### src/hdl/status_pin_pkg.sv
/*
 Shared constants and types for the status pin mode and reset control block:
 register offsets, field positions, reset values, mode codes and timing counts.
 Assumes a 200 MHz core clock and a 32-bit AXI4-Lite register bus.
*/
`default_nettype none

package status_pin_pkg;

  // ****************************************************************
  // Register map (byte addresses)
  // ****************************************************************
  localparam int         ADDR_W          = 8;
  localparam logic [7:0] CONFIG_OFS      = 8'h00;
  localparam logic [7:0] READ_CFG_OFS    = 8'h04;
  localparam logic [7:0] STATUS_OFS      = 8'h08;
  localparam logic [7:0] CLEAR_OFS       = 8'h0C;
  localparam logic [7:0] IRQ_STATUS_OFS  = 8'h10;
  localparam logic [7:0] IRQ_MASK_OFS    = 8'h14;

  // ****************************************************************
  // Field positions and reset values
  // ****************************************************************
  localparam int          MODE_W          = 2;
  localparam int          SR_READY        = 7;
  localparam int          SR_ERASE_SUSP   = 6;
  localparam int          SR_ERASE_ERR    = 5;
  localparam int          SR_PROG_ERR     = 4;
  localparam int          SR_PROG_SUSP    = 2;
  localparam int          SR_RECOVERING   = 8;
  localparam int          CLEAR_BIT       = 0;
  localparam int          SYNC_READ_BIT   = 0;
  localparam int          IRQ_ERASE_DONE  = 0;
  localparam int          IRQ_PROG_DONE   = 1;
  localparam int          IRQ_CFG_ERR     = 2;
  localparam int          IRQ_RECOVERED   = 3;
  localparam int          IRQ_W           = 4;
  localparam logic [3:0]  IRQ_MASK_RESET  = 4'h0;
  localparam logic        SYNC_READ_RESET = 1'b0;
  localparam logic [1:0]  RESP_OKAY       = 2'h0;
  localparam logic [1:0]  RESP_SLVERR     = 2'h2;

  // ****************************************************************
  // Timing
  // ****************************************************************
  localparam int CLK_PERIOD_PS   = 5000;
  localparam int PULSE_NS        = 250;
  localparam int RECOVERY_NS     = 210;
  localparam int CNT_W           = 8;
  // Typical pulse width, exact at this clock
  localparam int PULSE_CYCLES    = (PULSE_NS * 1000) / CLK_PERIOD_PS;
  // Least time, rounded up
  localparam int RECOVERY_CYCLES = (RECOVERY_NS * 1000 + CLK_PERIOD_PS - 1) / CLK_PERIOD_PS;

  // ****************************************************************
  // Types
  // ****************************************************************
  typedef enum logic [1:0] {
    STS_LEVEL         = 2'h0,
    STS_PULSE_ERASE   = 2'h1,
    STS_PULSE_PROGRAM = 2'h2,
    STS_PULSE_BOTH    = 2'h3
  } sts_mode_t;

  typedef enum logic [1:0] {
    PS_IDLE,
    PS_LOW,
    PS_GAP
  } pulse_state_t;

  // Activity reported by the write state machine
  typedef struct packed {
    logic busy;
    logic eraseSuspended;
    logic programSuspended;
    logic eraseDone;
    logic programDone;
    logic eraseFail;
    logic programFail;
  } wsm_in_t;

endpackage

`default_nettype wire

### src/hdl/status_pin_mode_and_reset.sv
/*
 Status output pin mode control and reset handling of a flash device, with an
 AXI4-Lite register slave, error status bits and a maskable interrupt.
 Assumes write state machine inputs are synchronous to core_clk and that
 done and fail inputs are one-cycle pulses.
*/
`timescale 1ns/1ps
`default_nettype none

module status_pin_mode_and_reset
  import status_pin_pkg::*;
#(
  parameter int PULSE_LEN    = PULSE_CYCLES,
  parameter int RECOVERY_LEN = RECOVERY_CYCLES
) (
  input  wire logic              core_clk,
  input  wire logic              reset_n,
  input  wire wsm_in_t           wsmIn,
  output logic                   stsOut,
  output logic                   stsOeN,
  output logic                   dataOeN,
  output logic                   wsmAbort,
  output logic                   syncReadEn,
  output logic                   irq,
  input  wire logic [ADDR_W-1:0] s_axi_awaddr,
  input  wire logic              s_axi_awvalid,
  output logic                   s_axi_awready,
  input  wire logic [31:0]       s_axi_wdata,
  input  wire logic [3:0]        s_axi_wstrb,
  input  wire logic              s_axi_wvalid,
  output logic                   s_axi_wready,
  output logic [1:0]             s_axi_bresp,
  output logic                   s_axi_bvalid,
  input  wire logic              s_axi_bready,
  input  wire logic [ADDR_W-1:0] s_axi_araddr,
  input  wire logic              s_axi_arvalid,
  output logic                   s_axi_arready,
  output logic [31:0]            s_axi_rdata,
  output logic [1:0]             s_axi_rresp,
  output logic                   s_axi_rvalid,
  input  wire logic              s_axi_rready
);

  // ****************************************************************
  // Declarations
  // ****************************************************************
  logic              awFull_q,  awFull_d;
  logic [ADDR_W-1:0] awAddr_q,  awAddr_d;
  logic              wFull_q,   wFull_d;
  logic [31:0]       wData_q,   wData_d;
  logic [3:0]        wStrb_q,   wStrb_d;
  logic              awRdy_q,   awRdy_d;
  logic              wRdy_q,    wRdy_d;
  logic              bValid_q,  bValid_d;
  logic [1:0]        bResp_q,   bResp_d;
  logic              arRdy_q,   arRdy_d;
  logic              rValid_q,  rValid_d;
  logic [31:0]       rData_q,   rData_d;
  logic [1:0]        rResp_q,   rResp_d;
  logic              doWrite;

  sts_mode_t         mode_q,    mode_d;
  logic              syncRd_q,  syncRd_d;
  logic              eraseErr_q, eraseErr_d;
  logic              progErr_q, progErr_d;
  logic [CNT_W-1:0]  recov_q,   recov_d;
  pulse_state_t      pState_q,  pState_d;
  logic [CNT_W-1:0]  pCnt_q,    pCnt_d;
  logic [1:0]        pend_q,    pend_d;
  logic              sts_q,     sts_d;
  logic              stsOeN_q,  stsOeN_d;
  logic              dataOeN_q, dataOeN_d;
  logic              abort_q,   abort_d;
  logic [IRQ_W-1:0]  irqSts_q,  irqSts_d;
  logic [IRQ_W-1:0]  irqMask_q, irqMask_d;
  logic              irq_q,     irq_d;

  logic              wrLane0;
  logic              cfgWr;
  logic              cfgBad;
  logic              clrWr;
  logic              eraseHit;
  logic              progHit;
  logic [IRQ_W-1:0]  irqEvents;
  logic [31:0]       statusWord;

  // Decode of the register map
  function automatic logic isMapped(input logic [ADDR_W-1:0] a);
    return (a == CONFIG_OFS) || (a == READ_CFG_OFS) || (a == STATUS_OFS) ||
           (a == CLEAR_OFS) || (a == IRQ_STATUS_OFS) || (a == IRQ_MASK_OFS);
  endfunction

  // ****************************************************************
  // AXI4-Lite slave
  // ****************************************************************
  // Address and data captured in either order; write fires once both held
  always_comb begin
    awFull_d = awFull_q;
    awAddr_d = awAddr_q;
    wFull_d  = wFull_q;
    wData_d  = wData_q;
    wStrb_d  = wStrb_q;
    bValid_d = bValid_q;
    bResp_d  = bResp_q;
    rValid_d = rValid_q;
    rData_d  = rData_q;
    rResp_d  = rResp_q;
    doWrite  = awFull_q && wFull_q && !bValid_q;
    if (s_axi_awvalid && awRdy_q) begin
      awFull_d = 1'b1;
      awAddr_d = s_axi_awaddr;
    end
    if (s_axi_wvalid && wRdy_q) begin
      wFull_d = 1'b1;
      wData_d = s_axi_wdata;
      wStrb_d = s_axi_wstrb;
    end
    if (doWrite) begin
      awFull_d = 1'b0;
      wFull_d  = 1'b0;
      bValid_d = 1'b1;
      bResp_d  = isMapped(awAddr_q) ? RESP_OKAY : RESP_SLVERR;
    end else if (bValid_q && s_axi_bready) begin
      bValid_d = 1'b0;
    end
    if (s_axi_arvalid && arRdy_q) begin
      rValid_d = 1'b1;
      rResp_d  = isMapped(s_axi_araddr) ? RESP_OKAY : RESP_SLVERR;
      unique case (s_axi_araddr)
        CONFIG_OFS:     rData_d = {30'h0, mode_q};
        READ_CFG_OFS:   rData_d = {31'h0, syncRd_q};
        STATUS_OFS:     rData_d = statusWord;
        IRQ_STATUS_OFS: rData_d = {28'h0, irqSts_q};
        IRQ_MASK_OFS:   rData_d = {28'h0, irqMask_q};
        default:        rData_d = 32'h0;
      endcase
    end else if (rValid_q && s_axi_rready) begin
      rValid_d = 1'b0;
    end
    // One write and one read in flight at most
    awRdy_d = !awFull_d && !bValid_d;
    wRdy_d  = !wFull_d && !bValid_d;
    arRdy_d = !rValid_d;
    if (!reset_n) begin
      awFull_d = 1'b0;
      wFull_d  = 1'b0;
      bValid_d = 1'b0;
      rValid_d = 1'b0;
      awRdy_d  = 1'b0;
      wRdy_d   = 1'b0;
      arRdy_d  = 1'b0;
      awAddr_d = '0;
      wData_d  = 32'h0;
      wStrb_d  = 4'h0;
      bResp_d  = RESP_OKAY;
      rData_d  = 32'h0;
      rResp_d  = RESP_OKAY;
    end
  end

  always_ff @(posedge core_clk) begin
    awFull_q <= awFull_d;
    awAddr_q <= awAddr_d;
    wFull_q  <= wFull_d;
    wData_q  <= wData_d;
    wStrb_q  <= wStrb_d;
    awRdy_q  <= awRdy_d;
    wRdy_q   <= wRdy_d;
    bValid_q <= bValid_d;
    bResp_q  <= bResp_d;
    arRdy_q  <= arRdy_d;
    rValid_q <= rValid_d;
    rData_q  <= rData_d;
    rResp_q  <= rResp_d;
  end

  // ****************************************************************
  // Register writes and status word
  // ****************************************************************
  // All writable fields live in byte 0, so lane 0 gates every write effect
  assign wrLane0  = doWrite && wStrb_q[0];
  assign cfgWr    = wrLane0 && (awAddr_q == CONFIG_OFS);
  assign cfgBad   = cfgWr && (wData_q[31:MODE_W] != '0);
  assign clrWr    = wrLane0 && (awAddr_q == CLEAR_OFS) && wData_q[CLEAR_BIT];
  // Qualifying completions for the present pulse mode
  assign eraseHit = wsmIn.eraseDone &&
                    (mode_q == STS_PULSE_ERASE || mode_q == STS_PULSE_BOTH);
  assign progHit  = wsmIn.programDone &&
                    (mode_q == STS_PULSE_PROGRAM || mode_q == STS_PULSE_BOTH);

  // Both error bits plus ready is how software spots a sequence error
  always_comb begin
    statusWord                = 32'h0;
    statusWord[SR_READY]      = !wsmIn.busy;
    statusWord[SR_ERASE_SUSP] = wsmIn.eraseSuspended;
    statusWord[SR_ERASE_ERR]  = eraseErr_q;
    statusWord[SR_PROG_ERR]   = progErr_q;
    statusWord[SR_PROG_SUSP]  = wsmIn.programSuspended;
    statusWord[SR_RECOVERING] = (recov_q != '0);
  end

  // ****************************************************************
  // Mode, error bits, pin and reset control
  // ****************************************************************
  always_comb begin
    mode_d     = mode_q;
    syncRd_d   = syncRd_q;
    pState_d   = pState_q;
    pCnt_d     = pCnt_q;
    pend_d     = pend_q;
    irqMask_d  = irqMask_q;
    recov_d    = (recov_q != '0) ? recov_q - 1'b1 : recov_q;
    // A valid code changes the mode; bad codes or writes while busy or suspended leave it
    if (cfgWr && !cfgBad && !wsmIn.busy &&
        !wsmIn.eraseSuspended && !wsmIn.programSuspended) begin
      mode_d   = sts_mode_t'(wData_q[MODE_W-1:0]);
      pend_d   = 2'h0;
      pState_d = PS_IDLE;
    end
    if (wrLane0 && awAddr_q == READ_CFG_OFS) begin
      syncRd_d = wData_q[SYNC_READ_BIT];
    end
    if (wrLane0 && awAddr_q == IRQ_MASK_OFS) begin
      irqMask_d = wData_q[IRQ_W-1:0];
    end
    // Hardware only sets errors; clear command drops them, set wins
    eraseErr_d = (eraseErr_q && !clrWr) || wsmIn.eraseFail || cfgBad;
    progErr_d  = (progErr_q && !clrWr) || wsmIn.programFail || cfgBad;
    // Completions queue, up to three, while a pulse runs
    if (!(cfgWr && !cfgBad)) begin
      if (eraseHit && progHit) begin
        pend_d = (pend_q >= 2'h2) ? 2'h3 : pend_q + 2'h2;
      end else if (eraseHit || progHit) begin
        pend_d = (pend_q == 2'h3) ? 2'h3 : pend_q + 2'h1;
      end
    end
    unique case (pState_q)
      PS_IDLE: begin
        if (pend_q != 2'h0 && mode_d == mode_q) begin
          pState_d = PS_LOW;
          pCnt_d   = CNT_W'(PULSE_LEN - 1);
          pend_d   = pend_d - 2'h1;
        end
      end
      PS_LOW: begin
        if (pCnt_q == '0) begin
          pState_d = PS_GAP;
        end else begin
          pCnt_d = pCnt_q - 1'b1;
        end
      end
      PS_GAP: begin
        // Two high cycles between back-to-back pulses keep them distinct
        pState_d = PS_IDLE;
      end
    endcase
    // Pin: busy level in level mode, low pulses otherwise
    if (mode_d == STS_LEVEL) begin
      sts_d = !wsmIn.busy;
    end else begin
      sts_d = (pState_d != PS_LOW);
    end
    stsOeN_d  = 1'b0;
    dataOeN_d = (recov_d != '0);
    abort_d   = 1'b0;
    irqEvents                 = '0;
    irqEvents[IRQ_ERASE_DONE] = wsmIn.eraseDone;
    irqEvents[IRQ_PROG_DONE]  = wsmIn.programDone;
    irqEvents[IRQ_CFG_ERR]    = cfgBad;
    irqEvents[IRQ_RECOVERED]  = (recov_q == CNT_W'(1));
    // Write-one-to-clear, a new event in the same cycle wins
    irqSts_d = irqSts_q | irqEvents;
    if (wrLane0 && awAddr_q == IRQ_STATUS_OFS) begin
      irqSts_d = (irqSts_q & ~wData_q[IRQ_W-1:0]) | irqEvents;
    end
    if (!reset_n) begin
      mode_d     = STS_LEVEL;
      syncRd_d   = SYNC_READ_RESET;
      eraseErr_d = 1'b0;
      progErr_d  = 1'b0;
      recov_d    = CNT_W'(RECOVERY_LEN);
      pState_d   = PS_IDLE;
      pCnt_d     = '0;
      pend_d     = 2'h0;
      sts_d      = 1'b1;
      stsOeN_d   = 1'b1;
      dataOeN_d  = 1'b1;
      abort_d    = 1'b1;
      irqSts_d   = '0;
      irqMask_d  = IRQ_MASK_RESET;
    end
    irq_d = |(irqSts_d & irqMask_d);
  end

  always_ff @(posedge core_clk) begin
    mode_q     <= mode_d;
    syncRd_q   <= syncRd_d;
    eraseErr_q <= eraseErr_d;
    progErr_q  <= progErr_d;
    recov_q    <= recov_d;
    pState_q   <= pState_d;
    pCnt_q     <= pCnt_d;
    pend_q     <= pend_d;
    sts_q      <= sts_d;
    stsOeN_q   <= stsOeN_d;
    dataOeN_q  <= dataOeN_d;
    abort_q    <= abort_d;
    irqSts_q   <= irqSts_d;
    irqMask_q  <= irqMask_d;
    irq_q      <= irq_d;
  end

  // ****************************************************************
  // Outputs
  // ****************************************************************
  assign stsOut        = sts_q;
  assign stsOeN        = stsOeN_q;
  assign dataOeN       = dataOeN_q;
  assign wsmAbort      = abort_q;
  assign syncReadEn    = syncRd_q;
  assign irq           = irq_q;
  assign s_axi_awready = awRdy_q;
  assign s_axi_wready  = wRdy_q;
  assign s_axi_bvalid  = bValid_q;
  assign s_axi_bresp   = bResp_q;
  assign s_axi_arready = arRdy_q;
  assign s_axi_rvalid  = rValid_q;
  assign s_axi_rdata   = rData_q;
  assign s_axi_rresp   = rResp_q;

endmodule

`default_nettype wire

### config.mk
export PLATFORM = sky130hd
export DESIGN_NAME = status_pin_mode_and_reset
export DESIGN_NICKNAME = d
export VERILOG_FILES = /design/src/hdl/status_pin_pkg.sv /design/src/hdl/status_pin_mode_and_reset.sv
export SDC_FILE = /design/constraint.sdc
export NUM_CORES = 1
export LEC_CHECK = 0
export BUFFER_PORTS_ARGS = -buffer_cell sky130_fd_sc_hd__buf_2
export CORE_MARGIN = 3
export CORE_UTILIZATION = 35
export DETAILED_ROUTE_END_ITERATION = 16
export GPL_TIMING_DRIVEN = 0
export PLACE_DENSITY = 0.65
export SYNTH_ARGS = -nofsm -noshare
export SYNTH_HDL_FRONTEND = slang
export SYNTH_SLANG_ARGS = --single-unit
### constraint.sdc
create_clock -name core_clk -period 7.96 [get_ports core_clk]
set_clock_uncertainty 0.05 [all_clocks]
set_input_delay 1.194 -clock core_clk [delete_from_list [all_inputs] [get_ports core_clk]]
set_output_delay 1.194 -clock core_clk [all_outputs]
set_load 0.02 [all_outputs]
==> metrics.md <==
| Metric | Value |
|---|---|
| Sum of overflow across all layers after global routing | 0 |
| TritonCTS Buffers | 9 |
| Setup bufs post-CTS | 0 |
| Clk sink count | 96 |
| Highest achievable clock rate | between 300 and 400 MHz |
| Worst path required time | 8.07 ns |
| Area of all placed cells without fillers | between 0.005 and 0.006 mm2 |
| Final worst hold slack | slightly above 0.4 ns |
| Row count | 39 |
| Count of endpoints failing setup in the final report | 0 |
| Origin of the worst setup path | awAddr_q[7] |
| H-tree depth reported by CTS | 3 |
| Yosys warnings | 0 |
| First-pass DRT Iterations | 5 |
| Crit path arrival time | 3.20 ns |
| First-pass GRT wire length | ~17,000 um |
| Number of maximum-capacitance constraint violations | 0 |
| Placer congestion estimate | about 0.83 |
| Post-CTS clock slew at the launch and capture registers of the worst setup and hold paths | ~0.070 ns |
| Via count of the first global-routing pass | approximately 3,600 |
| Class of the most critical setup path | flop to flop |
| Slew HR | approximately 45% |
| DRC Markers | 0 |
| Final Slew Violations | 0 |
| Post-CTS Resized | 0 |
| Max Fanout on Critical Path | 9 |
| Initial antenna violation count | 0 |
| Final HPWL DP | between 8000 and 9000 um |
| Initial core utilization | 36.8% |
| CTS tree | done |
| Starting DRC count in detailed routing | around 190 |
| Seq/Total Area, Yosys | approximately 44% |
| Sum Neg Setup Slack | 0 ns |
| Outcome | completed |
| Maximum ir drop on the vdd rail | 0.000109 V |
| Horiz. Die Dim | 117 um |
| Die Footprint | around 0.014 mm2 |
| Asr flop ratio synth | 0% |
| Shortest period the worst path allows | 3.09 ns |
| Worst Hold Path Cells | 2 |
| Flip-flop and latch count after synthesis | 96 |
| Reg-to-reg critical path startpoint | awAddr_q[7] |
| Pin slew with the least headroom to its limit | about 0.82 ns |
| Worst R2R Path Depth | 7 |
| Count of buffers inserted at the top-level ports | between 80 and 90 |
| Hold path startpoint | awAddr_q[1] |
| Routed wire length | about 11,000 um |
| Cell Pwr Density | between 200 and 300 mW/mm2 |
| Core outline area | approximately 0.012 mm2 |
| RSZ-0062 raised after global routing | no |
| Area growth syn-to-layout | 24.0% |
| Capturing element type of the critical path | flop |
| Worst min path class | flop to flop |
| Core occupancy in the finished layout | 45.6% |
| CP startpoint kind | flop |
| Ratio of final minimum period to clock period | between 30% and 40% |
| Filler cell count in the final layout | 1,166 |
| Area post-placement | 0.00504 mm2 |
| Endpoint of the most critical setup path | irq |
| Flop2flop setup slack | between 4 and 5 ns |
| Ant diodes | 0 |
| Number of distinct library cells after synthesis | 56 |
| Maximum number of pins on one net before global-route repair | 17 |
| Number of cells produced by synthesis | between 500 and 600 |
| Antenna-violating nets left | 0 |
| Count of endpoints failing hold in the final timing report | 0 |
| Die Y | between 100 and 150 um |
| I/O pin cnt | roughly 110 |
| Clock Root Buffer | clkbuf_16 |
| Clock latency of the later-clocked register in the worst-skew pair | about 0.34 ns |
| Proportion of layout cells with a drive suffix above 1 | a little over a fifth |
| Wire length per cell | 13.2 um |
| Combined global-route utilization of all metal layers | 15.5% |
| Leakage | 2.24 nW |
| Average size of a mapped cell | about 8.2 um2 |
| Primary FF master, synth | dfxtp_1 |
| Clock Path Buffers | 2 |
| EDFF count, synth | 0 |
| DR vias | between 3,000 and 4,000 |
| Vias per cell | roughly 5 |
| Capturing point of the worst reg2reg path | irq |
| Post-synthesis instance area | 0.00433 mm2 |
| Number of nets in the layout | between 700 and 800 |
| Count of hold buffers inserted by post-cts repair | 0 |
sequential cells by signal, indices dropped and copies added (netlist names), 2 cells and up:
| signal | cells |
|---|---|
| awAddr_q | 8 |
| irqMask_q | 4 |
| irqSts_q | 4 |
| mode_q | 2 |
| pCnt_q | 8 |
| pState_q | 2 |
| pend_q | 2 |
| recov_q | 8 |
| s_axi_rdata | 9 |
| wData_q | 32 |
critical path, cell delays in order, from the launching register on:
cell	delay (ns)
dfxtp_1	0.31
or4_1	0.51
buf_2	0.16
nor4_2	0.69
nand3_1	0.34
mux2_2	0.36
a32oi_1	0.24
o311ai_0	0.24
cell type report:
type,count,area [um2],share of cell area (%)
Multi-Input combinational cell,394,2160,40.2
Sequential cell,96,1920,35.8
Timing Repair Buffer,83,415,7.74
Buffer,49,290,5.41
Clock buffer,11,243,4.52
Tap cell,164,205,3.82
Clock inverter,5,86.3,1.61
Inverter,13,48.8,0.909
kinds of logic (layout without fill, tap and decap cells):
logic type	count (synthesis)	count (layout)	share of synthesized area, %
AOI/OAI and AO/OA	109	109	15.4
xor gates and xnor gates	10	10	2.02
adders and majority gates	7	7	2.02
buffers and inverters	62	161	7.83
DFF	96	96	44.4
muxes	10	10	2.66
other	1	25	0.0866
and+or+nand+nor	233	233	25.6
cells in the mapped netlist, drive strengths merged (2+ instances only):
master	instances	area, um2
or4	7	60.1
a21o	2	15.0
a22oi	8	60.1
o31ai	2	15.0
xnor2	7	61.3
o21ai	11	58.8
nor2b	2	12.5
inv	13	48.8
a211o	2	17.5
nor2	40	150
nor4b	2	17.5
a211oi	4	35.0
mux2	2	22.5
nand2	109	409
o211ai	2	33.8
nor3	12	60.1
and3	2	12.5
or3	9	60.1
and4	3	26.3
mux2i	7	70.1
nand3	12	60.1
nand2b	3	18.8
buf	28	211
a21oi	65	325
xor2	3	26.3
nor4	11	75.1
ha	7	87.6
nor3b	4	30.0
or2	2	12.5
clkbuf	21	78.8
dfxtp	96	1920
nand3b	2	15.0
nand4	4	25.0
a31oi	5	31.3
and2	7	43.8
how the worst min path moves through the flow:
stage,endpoint,slack (ns)
after detailed placement,wData_q[23],0.40
after CTS,wData_q[23],0.41
after floorplan,awAddr_q[6],0.38
after global routing,awAddr_q[1],0.42
final,awAddr_q[1],0.40
after global placement,awAddr_q[7],0.39
metal layers:
metal | wire length (um) | global-route usage, % | up-vias
li1 | - | - | 2017
met1 | 4910 | 20.3 | 1788
met2 | 4800 | 24.9 | 142
met3 | 821 | 3.39 | 14
met4 | 203 | 6.27 | 0
met5 | 0 | 0 | -
metrics by stage:
stage / setup WS [ns] / std cells / total power [mW]
floorplan: 5.21 / 552 / 0.802
global placement: 4.90 / 799 / 0.867
detailed placement: 4.85 / 799 / 0.881
CTS: 4.90 / 815 / 1.36
global route: 4.75 / 815 / 1.42
finish: 4.87 / 815 / 1.35
power by group:
group,internal (mW),switching [mW],leakage [nW]
clock network,0.287,0.185,0.161
registers,0.523,0.0346,0.784
logic,0.134,0.181,1.30
placed cells by master (no fill, tap or decap), types with 4 or more instances in the layout:
cell type and instances:
buf_2 84, clkbuf_1 22, nor3b_1 4, nor2_1 40, or4_1 5, inv_1 13
nand3_1 12, nor4_1 10, buf_4 26, conb_1 25, ha_1 7, clkbuf_16 9
xnor2_1 7, nand4_1 4, a31oi_1 5, nor3_1 12, a22oi_1 8, dfxtp_1 96
or3_1 6, a21oi_1 65, mux2i_1 7, nand2_1 109, o21ai_0 7, and2_1 7
Note: power is estimated with default switching activity, not from simulation.
